<file path="src/design/cfim_pkg.sv">
// Purpose: Shared constants for the CAN filter, flag and mode block
// Assumes: Byte-wide configuration registers written over plain ports
// Notes: Flag bit positions follow the receive and transmit flag layouts

package cfim_pkg;
   localparam int unsigned CLK_PERIOD_NS = 10;
   localparam logic [7:0] WARN_LIMIT = 8'h60;
   localparam logic [8:0] PASSIVE_LIMIT = 9'h07f;
   localparam logic [8:0] BUS_OFF_LIMIT = 9'h0ff;
   // Receive flag register bit positions
   localparam int unsigned RF_WAKEUP = 7;
   localparam int unsigned RF_RX_WARN = 6;
   localparam int unsigned RF_TX_WARN = 5;
   localparam int unsigned RF_RX_PASS = 4;
   localparam int unsigned RF_TX_PASS = 3;
   localparam int unsigned RF_BUS_OFF = 2;
   localparam int unsigned RF_OVERRUN = 1;
   localparam int unsigned RF_RX_FULL = 0;
   localparam logic [7:0] RX_FLAG_RESET = 8'h00;
   localparam logic [2:0] TX_FLAG_RESET = 3'h7;
   // Acceptance control register fields
   localparam int unsigned AC_MODE_LSB = 4;
   localparam int unsigned AC_HIT_LSB = 0;
   localparam logic [7:0] AC_RESET = 8'h00;
   localparam logic [7:0] MCR1_RESET = 8'h00;
   localparam logic [7:0] BT_RESET = 8'h00;
   localparam logic [7:0] PAT_RESET = 8'h00;
   localparam logic [7:0] MASK_RESET = 8'h00;
   typedef enum logic [1:0] {FM_SINGLE, FM_DUAL, FM_QUAD, FM_CLOSED} cfim_fmode_e;
   typedef enum logic [1:0] {OM_NORMAL, OM_SLEEP, OM_SOFT_RESET, OM_POWER_DOWN} cfim_omode_e;
endpackage

</file>
<file path="src/design/cfim_filt_if.sv">
// Purpose: Carries filter bank settings and match results between modules
// Assumes: Four byte lanes of pattern and mask
// Notes: Identifier is presented as four aligned bytes

`timescale 1ns/10ps
interface cfim_filt_if;
   logic [31:0] id_word;
   logic [31:0] pattern;
   logic [31:0] mask;
   cfim_pkg::cfim_fmode_e mode;
   logic [3:0] hit_vec;
   modport ctrl (output id_word, output pattern, output mask, output mode, input hit_vec);
   modport filt (input id_word, input pattern, input mask, input mode, output hit_vec);
endinterface

</file>
<file path="src/design/cfim_top.sv">
// Functional notes
// - Masked identifier bits excluded from comparison
// - Record lowest matching filter in hit index
// - Single mode: one 32-bit filter, hit 0
// - Dual mode: two 16-bit filters, hits 0-1
// - Quad mode: four 8-bit filters, hits 0-3
// - Closed mode never copies nor sets full
// - Eleven sources onto four gated vectors
// - Transmit request when enabled buffer empty
// - Set full and receive request after frame end
// - Wakeup flag on activity in sleep or stop; request needs ack
// - Warning flags when counters reach 96
// - Error-passive flags when counters exceed 127
// - Bus-off flag when transmit counter exceeds 255
// - Both buffers full: discard, set overrun
// - Request holds while enabled flag set
// - Write one clears flag, zero keeps
// - Clear ignored while set condition persists
// - Error counters not host writable
// - Configuration writes only under soft reset
// - Transmit pin recessive in low-power modes
// - Clock gating per operating mode
// - Mode decode from stop, ack, soft reset
// Purpose: Acceptance filter, interrupt flags, config lock and mode decode
// Assumes: Counters come from the protocol engine and are read only here
// Notes: Clock gating is reported as enables, gating cells sit outside

`timescale 1ns/10ps
module cfim_top (
   input wire logic core_clk,
   input wire logic srst,
   input wire logic cpu_stop,
   input wire logic sleep_ack,
   input wire logic soft_reset_lock,
   input wire logic global_irq_mask,
   input wire logic cfg_wr,
   input wire logic [3:0] cfg_sel,
   input wire logic [7:0] cfg_wdata,
   input wire logic [7:0] rx_flag_clr,
   input wire logic [2:0] tx_flag_clr,
   input wire logic [7:0] irq_en,
   input wire logic [2:0] tx_empty_irq_en,
   input wire logic [31:0] rx_id,
   input wire logic rx_eof_ok,
   input wire logic rx_own_msg,
   input wire logic bg_full,
   input wire logic [2:0] tx_buf_set_empty,
   input wire logic [2:0] tx_buf_sched,
   input wire logic bus_activity,
   input wire logic [7:0] rx_err_cnt,
   input wire logic [8:0] tx_err_cnt,
   input wire logic core_tx_bit,
   output logic [7:0] rx_flag_reg,
   output logic [2:0] tx_flag_reg,
   output logic [7:0] id_accept_control_reg,
   output logic [7:0] module_control1_reg,
   output logic [7:0] bus_timing0_reg,
   output logic [7:0] bus_timing1_reg,
   output logic [31:0] id_accept_pattern_regs,
   output logic [31:0] id_mask_regs,
   output logic fg_copy,
   output logic [1:0] op_mode,
   output logic proto_clk_en,
   output logic reg_clk_en,
   output logic can_tx_pin,
   output logic irq_wakeup,
   output logic irq_error,
   output logic irq_rx,
   output logic irq_tx
);
   cfim_filt_if fb ();
   cfim_pkg::cfim_fmode_e filt_mode;
   cfim_pkg::cfim_omode_e mode_dec;
   logic [1:0] filter_hit_index;
   logic [7:0] next_rx_flag;
   logic [2:0] next_tx_flag;

   cfim_acc_filter u_filter (
      .fb(fb)
   );

   assign filt_mode = cfim_pkg::cfim_fmode_e'(id_accept_control_reg[cfim_pkg::AC_MODE_LSB +: 2]);
   assign fb.id_word = rx_id;
   assign fb.pattern = id_accept_pattern_regs;
   assign fb.mask = id_mask_regs;
   assign fb.mode = filt_mode;

   // Mode decode
   wire in_sleep;
   wire in_sreset;
   wire low_power;
   assign mode_dec = cpu_stop ? cfim_pkg::OM_POWER_DOWN :
                     (sleep_ack && !soft_reset_lock) ? cfim_pkg::OM_SLEEP :
                     (!sleep_ack && soft_reset_lock) ? cfim_pkg::OM_SOFT_RESET :
                     cfim_pkg::OM_NORMAL;
   assign in_sleep = (mode_dec == cfim_pkg::OM_SLEEP);
   assign in_sreset = (mode_dec == cfim_pkg::OM_SOFT_RESET);
   assign low_power = (mode_dec != cfim_pkg::OM_NORMAL);

   // Acceptance and hit priority
   wire accepted;
   wire [1:0] hit_code;
   wire take_msg;
   wire rx_full_now;
   wire do_copy;
   wire do_overrun;
   assign accepted = |fb.hit_vec;
   assign hit_code = fb.hit_vec[0] ? 2'h0 :
                     fb.hit_vec[1] ? 2'h1 :
                     fb.hit_vec[2] ? 2'h2 : 2'h3;
   // Own frames are not delivered; sleep and soft reset also hold the copy back
   assign take_msg = rx_eof_ok && !rx_own_msg && accepted && !low_power &&
                     (filt_mode != cfim_pkg::FM_CLOSED);
   assign rx_full_now = rx_flag_reg[cfim_pkg::RF_RX_FULL];
   assign do_copy = take_msg && !rx_full_now;
   assign do_overrun = take_msg && rx_full_now && bg_full;

   // Error conditions, levels from the counters, plus the wake condition
   wire rx_warn_cond;
   wire tx_warn_cond;
   wire rx_pass_cond;
   wire tx_pass_cond;
   wire bus_off_cond;
   wire wake_cond;
   assign rx_warn_cond = (rx_err_cnt >= cfim_pkg::WARN_LIMIT);
   assign tx_warn_cond = (tx_err_cnt >= {1'b0, cfim_pkg::WARN_LIMIT});
   assign rx_pass_cond = ({1'b0, rx_err_cnt} > cfim_pkg::PASSIVE_LIMIT);
   assign tx_pass_cond = (tx_err_cnt > cfim_pkg::PASSIVE_LIMIT);
   assign bus_off_cond = (tx_err_cnt > cfim_pkg::BUS_OFF_LIMIT);
   assign wake_cond = bus_activity && (in_sleep || cpu_stop);

   wire [7:0] set_vec;
   wire [7:0] hold_vec;
   assign set_vec = {wake_cond, rx_warn_cond, tx_warn_cond, rx_pass_cond,
                     tx_pass_cond, bus_off_cond, do_overrun, do_copy};
   // Level conditions keep their flag; the event flags only need set over clear
   assign hold_vec = {wake_cond, rx_warn_cond, tx_warn_cond, rx_pass_cond,
                      tx_pass_cond, bus_off_cond, 2'h0};

   // Flag update: set wins, write one clears, zero keeps
   assign next_rx_flag = set_vec | hold_vec |
                         (rx_flag_reg & ~rx_flag_clr);
   // Buffers the host has handed over lose their empty flag
   assign next_tx_flag = tx_buf_set_empty | (tx_flag_reg & ~(tx_flag_clr | tx_buf_sched));

   always_ff @(posedge core_clk) begin
      if (srst) begin
         rx_flag_reg <= cfim_pkg::RX_FLAG_RESET;
         tx_flag_reg <= cfim_pkg::TX_FLAG_RESET;
      end else begin
         rx_flag_reg <= next_rx_flag;
         tx_flag_reg <= next_tx_flag;
      end
   end

   always_ff @(posedge core_clk) begin
      if (srst) begin
         filter_hit_index <= 2'h0;
         fg_copy <= 1'b0;
      end else begin
         fg_copy <= do_copy;
         if (do_copy) begin
            filter_hit_index <= hit_code;
         end
      end
   end

   // Configuration lock; error counters have no write path at all
   wire cfg_open;
   assign cfg_open = cfg_wr && soft_reset_lock;
   always_ff @(posedge core_clk) begin
      if (srst) begin
         module_control1_reg <= cfim_pkg::MCR1_RESET;
         bus_timing0_reg <= cfim_pkg::BT_RESET;
         bus_timing1_reg <= cfim_pkg::BT_RESET;
         id_accept_control_reg <= cfim_pkg::AC_RESET;
         id_accept_pattern_regs <= {4{cfim_pkg::PAT_RESET}};
         id_mask_regs <= {4{cfim_pkg::MASK_RESET}};
      end else begin
         if (cfg_open) begin
            case (cfg_sel)
               4'h0: module_control1_reg <= cfg_wdata;
               4'h1: bus_timing0_reg <= cfg_wdata;
               4'h2: bus_timing1_reg <= cfg_wdata;
               4'h3: id_accept_control_reg[cfim_pkg::AC_MODE_LSB +: 2] <= cfg_wdata[5:4];
               4'h4: id_accept_pattern_regs[31:24] <= cfg_wdata;
               4'h5: id_accept_pattern_regs[23:16] <= cfg_wdata;
               4'h6: id_accept_pattern_regs[15:8] <= cfg_wdata;
               4'h7: id_accept_pattern_regs[7:0] <= cfg_wdata;
               4'h8: id_mask_regs[31:24] <= cfg_wdata;
               4'h9: id_mask_regs[23:16] <= cfg_wdata;
               4'ha: id_mask_regs[15:8] <= cfg_wdata;
               4'hb: id_mask_regs[7:0] <= cfg_wdata;
               default: ;
            endcase
         end
         id_accept_control_reg[cfim_pkg::AC_HIT_LSB +: 2] <= filter_hit_index;
      end
   end

   // Interrupt vectors, each source gated locally then by the global mask
   wire [7:0] rx_enabled;
   wire [2:0] tx_enabled;
   wire next_irq_wakeup;
   wire next_irq_error;
   wire next_irq_rx;
   wire next_irq_tx;
   assign rx_enabled = rx_flag_reg & irq_en;
   assign tx_enabled = tx_flag_reg & tx_empty_irq_en;
   assign next_irq_wakeup = rx_enabled[cfim_pkg::RF_WAKEUP] && sleep_ack &&
                            !global_irq_mask;
   assign next_irq_error = (|rx_enabled[cfim_pkg::RF_RX_WARN:cfim_pkg::RF_OVERRUN]) &&
                           !global_irq_mask;
   assign next_irq_rx = rx_enabled[cfim_pkg::RF_RX_FULL] && !global_irq_mask;
   assign next_irq_tx = (|tx_enabled) && !global_irq_mask;

   always_ff @(posedge core_clk) begin
      if (srst) begin
         irq_wakeup <= 1'b0;
         irq_error <= 1'b0;
         irq_rx <= 1'b0;
         irq_tx <= 1'b0;
      end else begin
         irq_wakeup <= next_irq_wakeup;
         irq_error <= next_irq_error;
         irq_rx <= next_irq_rx;
         irq_tx <= next_irq_tx;
      end
   end

   // Mode outputs, clock enables and transmit pin
   always_ff @(posedge core_clk) begin
      if (srst) begin
         op_mode <= 2'h0;
         proto_clk_en <= 1'b0;
         reg_clk_en <= 1'b1;
         can_tx_pin <= 1'b1;
      end else begin
         op_mode <= mode_dec;
         proto_clk_en <= !low_power;
         reg_clk_en <= !cpu_stop;
         can_tx_pin <= low_power ? 1'b1 : core_tx_bit;
      end
   end
endmodule // cfim_top

</file>
<file path="src/design/cfim_acc_filter.sv">
// Purpose: Maskable identifier acceptance filter bank
// Assumes: Mask bit 1 marks a don't-care bit
// Notes: Purely combinational, results registered by the caller

`timescale 1ns/10ps
module cfim_acc_filter (
   cfim_filt_if.filt fb
);
   wire [31:0] bit_eq;
   wire [31:0] bit_ok;
   wire full_hit;
   wire [1:0] half_hit;
   wire [3:0] quad_hit;
   assign bit_eq = ~(fb.id_word ^ fb.pattern);
   assign bit_ok = bit_eq | fb.mask;
   assign full_hit = &bit_ok;
   assign half_hit[0] = &bit_ok[31:16];
   assign half_hit[1] = &bit_ok[15:0];
   assign quad_hit[0] = &bit_ok[31:24];
   assign quad_hit[1] = &bit_ok[23:16];
   assign quad_hit[2] = &bit_ok[15:8];
   assign quad_hit[3] = &bit_ok[7:0];
   assign fb.hit_vec = (fb.mode == cfim_pkg::FM_SINGLE) ? {3'h0, full_hit} :
                       (fb.mode == cfim_pkg::FM_DUAL) ? {2'h0, half_hit} :
                       (fb.mode == cfim_pkg::FM_QUAD) ? quad_hit : 4'h0;
endmodule // cfim_acc_filter

</file>
<file path="config.mk">
export PLATFORM = sky130hd
export DESIGN_NAME = cfim_top
export DESIGN_NICKNAME = d
export VERILOG_FILES = /design/src/design/cfim_pkg.sv /design/src/design/cfim_filt_if.sv /design/src/design/cfim_top.sv /design/src/design/cfim_acc_filter.sv
export SDC_FILE = /design/constraint.sdc
export NUM_CORES = 1
export LEC_CHECK = 0
export BUFFER_PORTS_ARGS = -buffer_cell sky130_fd_sc_hd__buf_2
export CAP_MARGIN = 15
export CORE_UTILIZATION = 35
export DETAILED_ROUTE_END_ITERATION = 8
export PLACE_DENSITY = 0.76
export SLEW_MARGIN = 20
export SYNTH_ARGS = -nofsm -noshare
export SYNTH_HDL_FRONTEND = slang
export SYNTH_SLANG_ARGS = --single-unit
</file>
<file path="constraint.sdc">
create_clock -name core_clk -period 1.8 [get_ports core_clk]
set_clock_uncertainty 0.05 [all_clocks]
set_input_delay 0.36 -clock core_clk [delete_from_list [all_inputs] [get_ports core_clk]]
set_output_delay 0.36 -clock core_clk [all_outputs]
set_load 0.05 [all_outputs]
</file>
# Yosys cells after proc, flatten, opt, wreduce, memory -nomap -nowiden
# Cells that the tools add are included.
[word_totals]
output_inout_bits = 117
in_bits = 101
register_bits = 115
wordCells = 117
[classes]
n_mux = 9
eq_ne = 15
magnitude_cmp = 5
reduce_logical = 50
bitwise = 13
[ops]
columns = ["cell", "count"]
rows = [
  ["$not A32 Y32", 1],
  ["$or A32 B32 Y32", 1],
  ["$reduce_and A16 Y1", 2],
  ["$reduce_and A32 Y1", 1],
  ["$reduce_and A8 Y1", 4],
  ["$xor A32 B32 Y32", 1],
  ["$reduce_and A2 Y1", 12],
  ["$and A8 B8 Y8", 2],
  ["$eq A4 B3 Y1 const B", 4],
  ["$eq A4 B4 Y1 const B", 4],
  ["$logic_and A1 B1 Y1", 16],
  ["$or A8 B8 Y8", 2],
  ["$mux W4", 3],
  ["$mux W2", 5],
  ["$ge A9 B7 Y1 const B", 1],
  ["$gt A9 B7 Y1 const B", 1],
  ["$gt A9 B8 Y1 const B", 1],
  ["$eq A4 B2 Y1 const B", 2],
  ["$ge A8 B7 Y1 const B", 1],
  ["$gt A8 B7 Y1 const B", 1],
  ["$not A8 Y8", 1],
  ["$logic_not A1 Y1", 7],
  ["$and A3 B3 Y3", 2],
  ["$or A3 B3 Y3", 2],
  ["other kinds (14)", 15],
]

# Logic depth before layout (Yosys ltp)
[logic_depth]
ltp_word = 15
ltp_mapped = 7
depth_no_buf = 7

# By module
# From an unflattened synthesis, not the netlist that was laid out.
[hier_totals]
cells_unflattened = 477
area_unflattened_um2 = 4690.7
[by_module_without_submodules]
columns = ["module", "area_each_um2", "cells_per_inst", "seq_area_each_um2", "instances"]
rows = [
  ["cfim_top", 4221.5, 415, 2302.2, 1],
  ["cfim_acc_filter", 469.2, 62, 0.0, 1],
]

# Worst setup path before layout
# OpenSTA, ideal clock, no wires.
[synth_timing]
kind = "reg2reg"
startpoint = "register id_accept_pattern_regs[31]"
endpoint = "register filter_hit_index[0]"
period_less_slack_ns = 2.289
path_stages_with_launch = 8
required_time_ns = 1.627
n_path_buf = 0
t_arrival_ns = 2.115
path_slack_ns = -0.489
setup_ns = 0.123
cell_sequence = "dfxtp_1 > xnor2_1 > o22ai_1 > nor4_4 > a31oi_1 > nor3_2 > o21ai_1 > mux2_1"
[synth_via]
elab_chain_len = 12
elab_cells_between_ends = 15
cone_classes = "mux: 4; bitwise: 3; reduce/logical: 8"
[synth_lines]
columns = ["item", "line", "rtl"]
rows = [
  ["from (decl)", "cfim_top.sv:59", "output logic [31:0] id_accept_pattern_regs,"],
  ["from (signal assigned)", "cfim_top.sv:177", "id_accept_pattern_regs <= {4{cfim_pkg::PAT_RESET}};"],
  ["from (signal assigned)", "cfim_top.sv:186", "4'h4: id_accept_pattern_regs[31:24] <= cfg_wdata;"],
  ["$xor A32 B32 Y32 *", "cfim_acc_filter.sv:14", "assign bit_eq = ~(fb.id_word ^ fb.pattern);"],
  ["$not A32 Y32 *", "cfim_acc_filter.sv:14", ""],
  ["$or A32 B32 Y32 *", "cfim_acc_filter.sv:15", "assign bit_ok = bit_eq | fb.mask;"],
  ["$reduce_and A8 Y1", "cfim_acc_filter.sv:19", "assign quad_hit[0] = &bit_ok[31:24];"],
  ["$mux W4", "cfim_acc_filter.sv:25", "(fb.mode == cfim_pkg::FM_QUAD) ? quad_hit : 4'h0;"],
  ["$mux W4", "cfim_acc_filter.sv:24", "(fb.mode == cfim_pkg::FM_DUAL) ? {2'h0, half_hit} :"],
  ["$mux W4 *", "cfim_acc_filter.sv:23", "assign fb.hit_vec = (fb.mode == cfim_pkg::FM_SINGLE) ? {3'h0, full_hit} :"],
  ["$reduce_or A4 Y1", "cfim_top.sv:107", "assign accepted = |fb.hit_vec;"],
  ["$logic_and A1 B1 Y1 (3 in series)", "cfim_top.sv:112", "assign take_msg = rx_eof_ok && !rx_own_msg && accepted && !low_power &&"],
  ["$logic_and A1 B1 Y1", "cfim_top.sv:115", "assign do_copy = take_msg && !rx_full_now;"],
  ["to (signal assigned)", "cfim_top.sv:163", "filter_hit_index <= hit_code;"],
  ["to (decl)", "cfim_top.sv:74", "logic [1:0] filter_hit_index;"],
]
# Mark *: on every way between the ends. The rest lies on a longest branch, timed or not.
# A chain may end at the register's enable or synchronous reset.

# Worst setup path after layout
[layout_timing]
startpoint = "register id_accept_pattern_regs[12]"
endpoint = "register filter_hit_index[0]"
[layout_via]
elab_chain_len = 12
elab_cells_between_ends = 17
cone_classes = "mux: 6; bitwise: 3; reduce/logical: 8"
[layout_lines]
columns = ["item", "line", "rtl"]
rows = [
  ["from (signal assigned)", "cfim_top.sv:177", ""],
  ["from (signal assigned)", "cfim_top.sv:188", "4'h6: id_accept_pattern_regs[15:8] <= cfg_wdata;"],
  ["$xor A32 B32 Y32 *", "cfim_acc_filter.sv:14", ""],
  ["$not A32 Y32 *", "cfim_acc_filter.sv:14", ""],
  ["$or A32 B32 Y32 *", "cfim_acc_filter.sv:15", ""],
  ["$reduce_and A8 Y1", "cfim_acc_filter.sv:21", "assign quad_hit[2] = &bit_ok[15:8];"],
  ["$mux W4", "cfim_acc_filter.sv:25", ""],
  ["$mux W4", "cfim_acc_filter.sv:24", ""],
  ["$mux W4 *", "cfim_acc_filter.sv:23", ""],
  ["$reduce_or A4 Y1", "cfim_top.sv:107", ""],
  ["$logic_and A1 B1 Y1 (3 in series)", "cfim_top.sv:112", ""],
  ["$logic_and A1 B1 Y1", "cfim_top.sv:115", ""],
]
# Marked as above.

==> impl_metrics.env <==
export IMPL_period_share=1.09
export IMPL_drt_total_wl_um=14600
export IMPL_clk_pin_slew_worst_paths_ns=0.05
export IMPL_crit_family="compound AO/OA/AOI/OAI gates"
export IMPL_holdWs_ns=0.0878
export IMPL_fillers=1119
export IMPL_sw_frac_of_total=0.240
export IMPL_area_delta_synth_final_pct=55.2
export IMPL_clk_latency_ns=0.41
export IMPL_cts_sinks=115
export IMPL_hold_start="core_tx_bit"
export IMPL_drc=0
export IMPL_peakVddDrop_mv=0.656
export IMPL_wl_per_cell_um=16.0
export IMPL_path_max_fanout=5
export IMPL_yosysSeqAreaShare=0.493
export IMPL_placement_io_buffers=203
export IMPL_synthesis_area_um2=4670
export IMPL_violations="negative setup slack"
export IMPL_die_w_um=118
export IMPL_grt_max_degree=32
export IMPL_setup_violations=5
export IMPL_p_leak_uw=0.00356
export IMPL_antenna_found_initial=0
export IMPL_startpoint="id_accept_pattern_regs[12]$_SDFFE_PP0P_"
export IMPL_r2r_start="id_accept_pattern_regs[12]$_SDFFE_PP0P_"
export IMPL_dpl_hpwl_um=10100
export IMPL_crit_type="reg2reg"
export IMPL_via_per_inst=4.79
export IMPL_ios=218
export IMPL_cp_end_kind="register"
export IMPL_nets=827
export IMPL_ys_types=36
export IMPL_coreArea_um2=12800
export IMPL_slew_violations=0
export IMPL_critPathBufInv=1
export IMPL_seqCellArea_um2=2450
export IMPL_drv_cap=0
export IMPL_core_rowCount=41
export IMPL_syn_inst=473
export IMPL_gp_congestion=0.818
export IMPL_grt_usage=0.213
export IMPL_via_count=4367
export IMPL_avgSynthCellArea_um2=9.88
export IMPL_multiInputGateArea_um2=2560
export IMPL_start_util=0.364
export IMPL_ctsHoldBuffers=0
export IMPL_crit_required_ns=2.05
export IMPL_reg_largest_list="id_accept_pattern_regs (32), id_mask_regs (32)"
export IMPL_crit_slowest_cell="dfxtp_4"
export IMPL_drtIter0Drc=181
export IMPL_ys_warn_count=0
export IMPL_drtPass1Iterations=4
export IMPL_cts_max_path_buffers=2
export IMPL_power_frac_comb=0.098
export IMPL_drive_above_1_share=0.537
export IMPL_grt_ovfl_total=0
export IMPL_cts_root_buf="clkbuf_16"
export IMPL_fin_crit_ns=1.96
export IMPL_crit_arrival_ns=2.21
export IMPL_internal_power_uw=4800
export IMPL_power_density_nw_per_um2=871
export IMPL_slowest_delay_ns=0.35
export IMPL_ys_seq_elements=115
export IMPL_cts_made_buffers=17
export IMPL_grt_pass1_vias=4216
export IMPL_finalHoldViolations=0
export IMPL_die_h_um=118
export IMPL_rsz0062_at_grt="yes"
export IMPL_grt_first_pass_wirelength_um=22200
export IMPL_p_switching_uw=1520
export IMPL_min_path_type="in2reg"
export IMPL_setup_tns_ns=-0.538
export IMPL_crit_chain="xnor2_2, o22ai_2, nor4_4, buf_6, a22oi_2, o22ai_2, o21ai_2, mux2_4"
export IMPL_status="finished, violations left"
export IMPL_seqPwrFrac=0.408
export IMPL_die_area_um2=13800
export IMPL_crit_top_cell="o22ai_2"
export IMPL_start_kind="register"
export IMPL_setup_ws_ns=-0.162
export IMPL_cts_tree="done"
export IMPL_detail_route_antenna_nets=0
export IMPL_antenna_cells=0
export IMPL_fmax_mhz=510
export IMPL_htree_levels=4
export IMPL_power_frac_clock=0.495
metal layers:
| layer | part of all wire | track usage | routed length, um |
|---|---|---|---|
| met5 | 0 | 0 | 0 |
| met4 | 0.015 | 0.0761 | 218 |
| met3 | 0.057 | 0.0698 | 835 |
| met2 | 0.52 | 0.393 | 7600 |
| met1 | 0.41 | 0.224 | 5930 |
cells in the mapped netlist:
| master | n | area [um^2] |
|---|---|---|
| or3_1 | 2 | 12.5 |
| xnor2_1 | 32 | 280 |
| nor4_2 | 2 | 25.0 |
| mux2i_1 | 90 | 901 |
| o22ai_1 | 16 | 100 |
| buf_1 | 1 | 3.75 |
| nand3_1 | 1 | 5.00 |
| nand4_1 | 2 | 12.5 |
| nor4_4 | 2 | 42.5 |
| o21ai_0 | 2 | 10.0 |
| nand2_1 | 6 | 22.5 |
| conb_1 | 1 | 3.75 |
| a31oi_1 | 2 | 12.5 |
| nor2b_1 | 4 | 25.0 |
| or4_1 | 3 | 22.5 |
| o2111ai_1 | 1 | 8.76 |
| nor2_1 | 111 | 417 |
| o22ai_2 | 1 | 12.5 |
| a21oi_1 | 10 | 50.1 |
| inv_1 | 3 | 11.3 |
| nand2b_1 | 11 | 68.8 |
| a22oi_1 | 4 | 30.0 |
| nor3_2 | 1 | 10.0 |
| nor4_1 | 1 | 6.26 |
| nand4b_1 | 3 | 26.3 |
| buf_4 | 4 | 30.0 |
| nor3_1 | 8 | 40.0 |
| a211o_1 | 3 | 26.3 |
| and4_1 | 1 | 8.76 |
| a311oi_1 | 1 | 8.76 |
| clkbuf_1 | 23 | 86.3 |
| o21ai_1 | 2 | 10.0 |
| o221ai_1 | 1 | 8.76 |
| mux2_1 | 2 | 22.5 |
| a222oi_1 | 1 | 10.0 |
| dfxtp_1 | 115 | 2300 |
timing repair:
item | CTS | global route
endpoints found under the setup margin | 5 | 5
resized for setup | 26 | 20
pin swaps | 14 | 9
setup buffers | 2 | 0
per-stage QoR:
step / worst slack (ns) / cell area, um^2 / total power (uW) / utilization / cells
5_1_grt: -0.223 / 7250 / 6530 / 0.565 / 911
4_1_cts: -0.198 / 7110 / 6350 / 0.555 / 911
2_1_floorplan: -0.192 / 4840 / 2970 / - / 476
3_3_place_gp: -0.382 / 6370 / 3190 / 0.497 / 877
6_report: -0.162 / 7250 / 6320 / 0.565 / 911
3_5_place_dp: -0.406 / 6370 / 3200 / 0.497 / 877
placed cells by master (no fill, tap or decap), types with 3 or more instances in the layout:
cell type	netlist	layout
a211o_1	3	3
a21oi_1	10	9
a22oi_1	4	3
buf_2	0	202
buf_4	4	55
clkbuf_1	23	7
clkbuf_16	0	19
clkbuf_8	0	3
clkinv_2	0	3
conb_1	1	4
dfxtp_1	115	52
dfxtp_2	0	36
dfxtp_4	0	27
inv_1	3	3
mux2i_1	90	90
nand2_1	6	6
nand2b_1	11	11
nand4b_1	3	3
nor2_1	111	111
nor2b_1	4	4
nor3_1	8	7
o22ai_2	1	15
xnor2_1	32	12
xnor2_2	0	19
final timing paths:
| check | end | slack, ns | depth (start not counted) |
|---|---|---|---|
| hold reg to reg | id_accept_control_reg[1]$_SDFF_PP0_ | 0.42 | 1 |
| setup / recovery | filter_hit_index[0]$_SDFFE_PP0P_ | -0.16 | 8 |
| setup reg to reg | filter_hit_index[0]$_SDFFE_PP0P_ | -0.16 | 8 |
| hold / removal | can_tx_pin$_SDFF_PP1_ | 0.09 | 2 |
power groups by stage:
stage | clock, uW | sequential [uW] | combinational [uW]
finish | 3120 | 2580 | 616
detailed placement | 0 | 2630 | 572
global placement | 0 | 2620 | 569
CTS | 3180 | 2570 | 597
global route | 3300 | 2580 | 653
floorplan | 0 | 2750 | 216
logic make-up after synthesis:
group / count (synthesis) / share of synthesized area
mux: 92 / 0.198
xor+xnor: 32 / 0.0600
flops: 115 / 0.493
simple gates: 158 / 0.159
other cells: 1 / 0.000802
buf+inv: 31 / 0.0281
compound gates: 44 / 0.0616
final cells by class:
class / count / area share
multi-input combinational: 330 / 0.353
timing repair buffer: 259 / 0.201
clock inverter: 3 / 0.00207
clock buffer: 29 / 0.0749
sequential: 115 / 0.338
tap: 172 / 0.0297
inverter: 3 / 0.00155
Note: power is estimated with default switching activity, not from simulation.
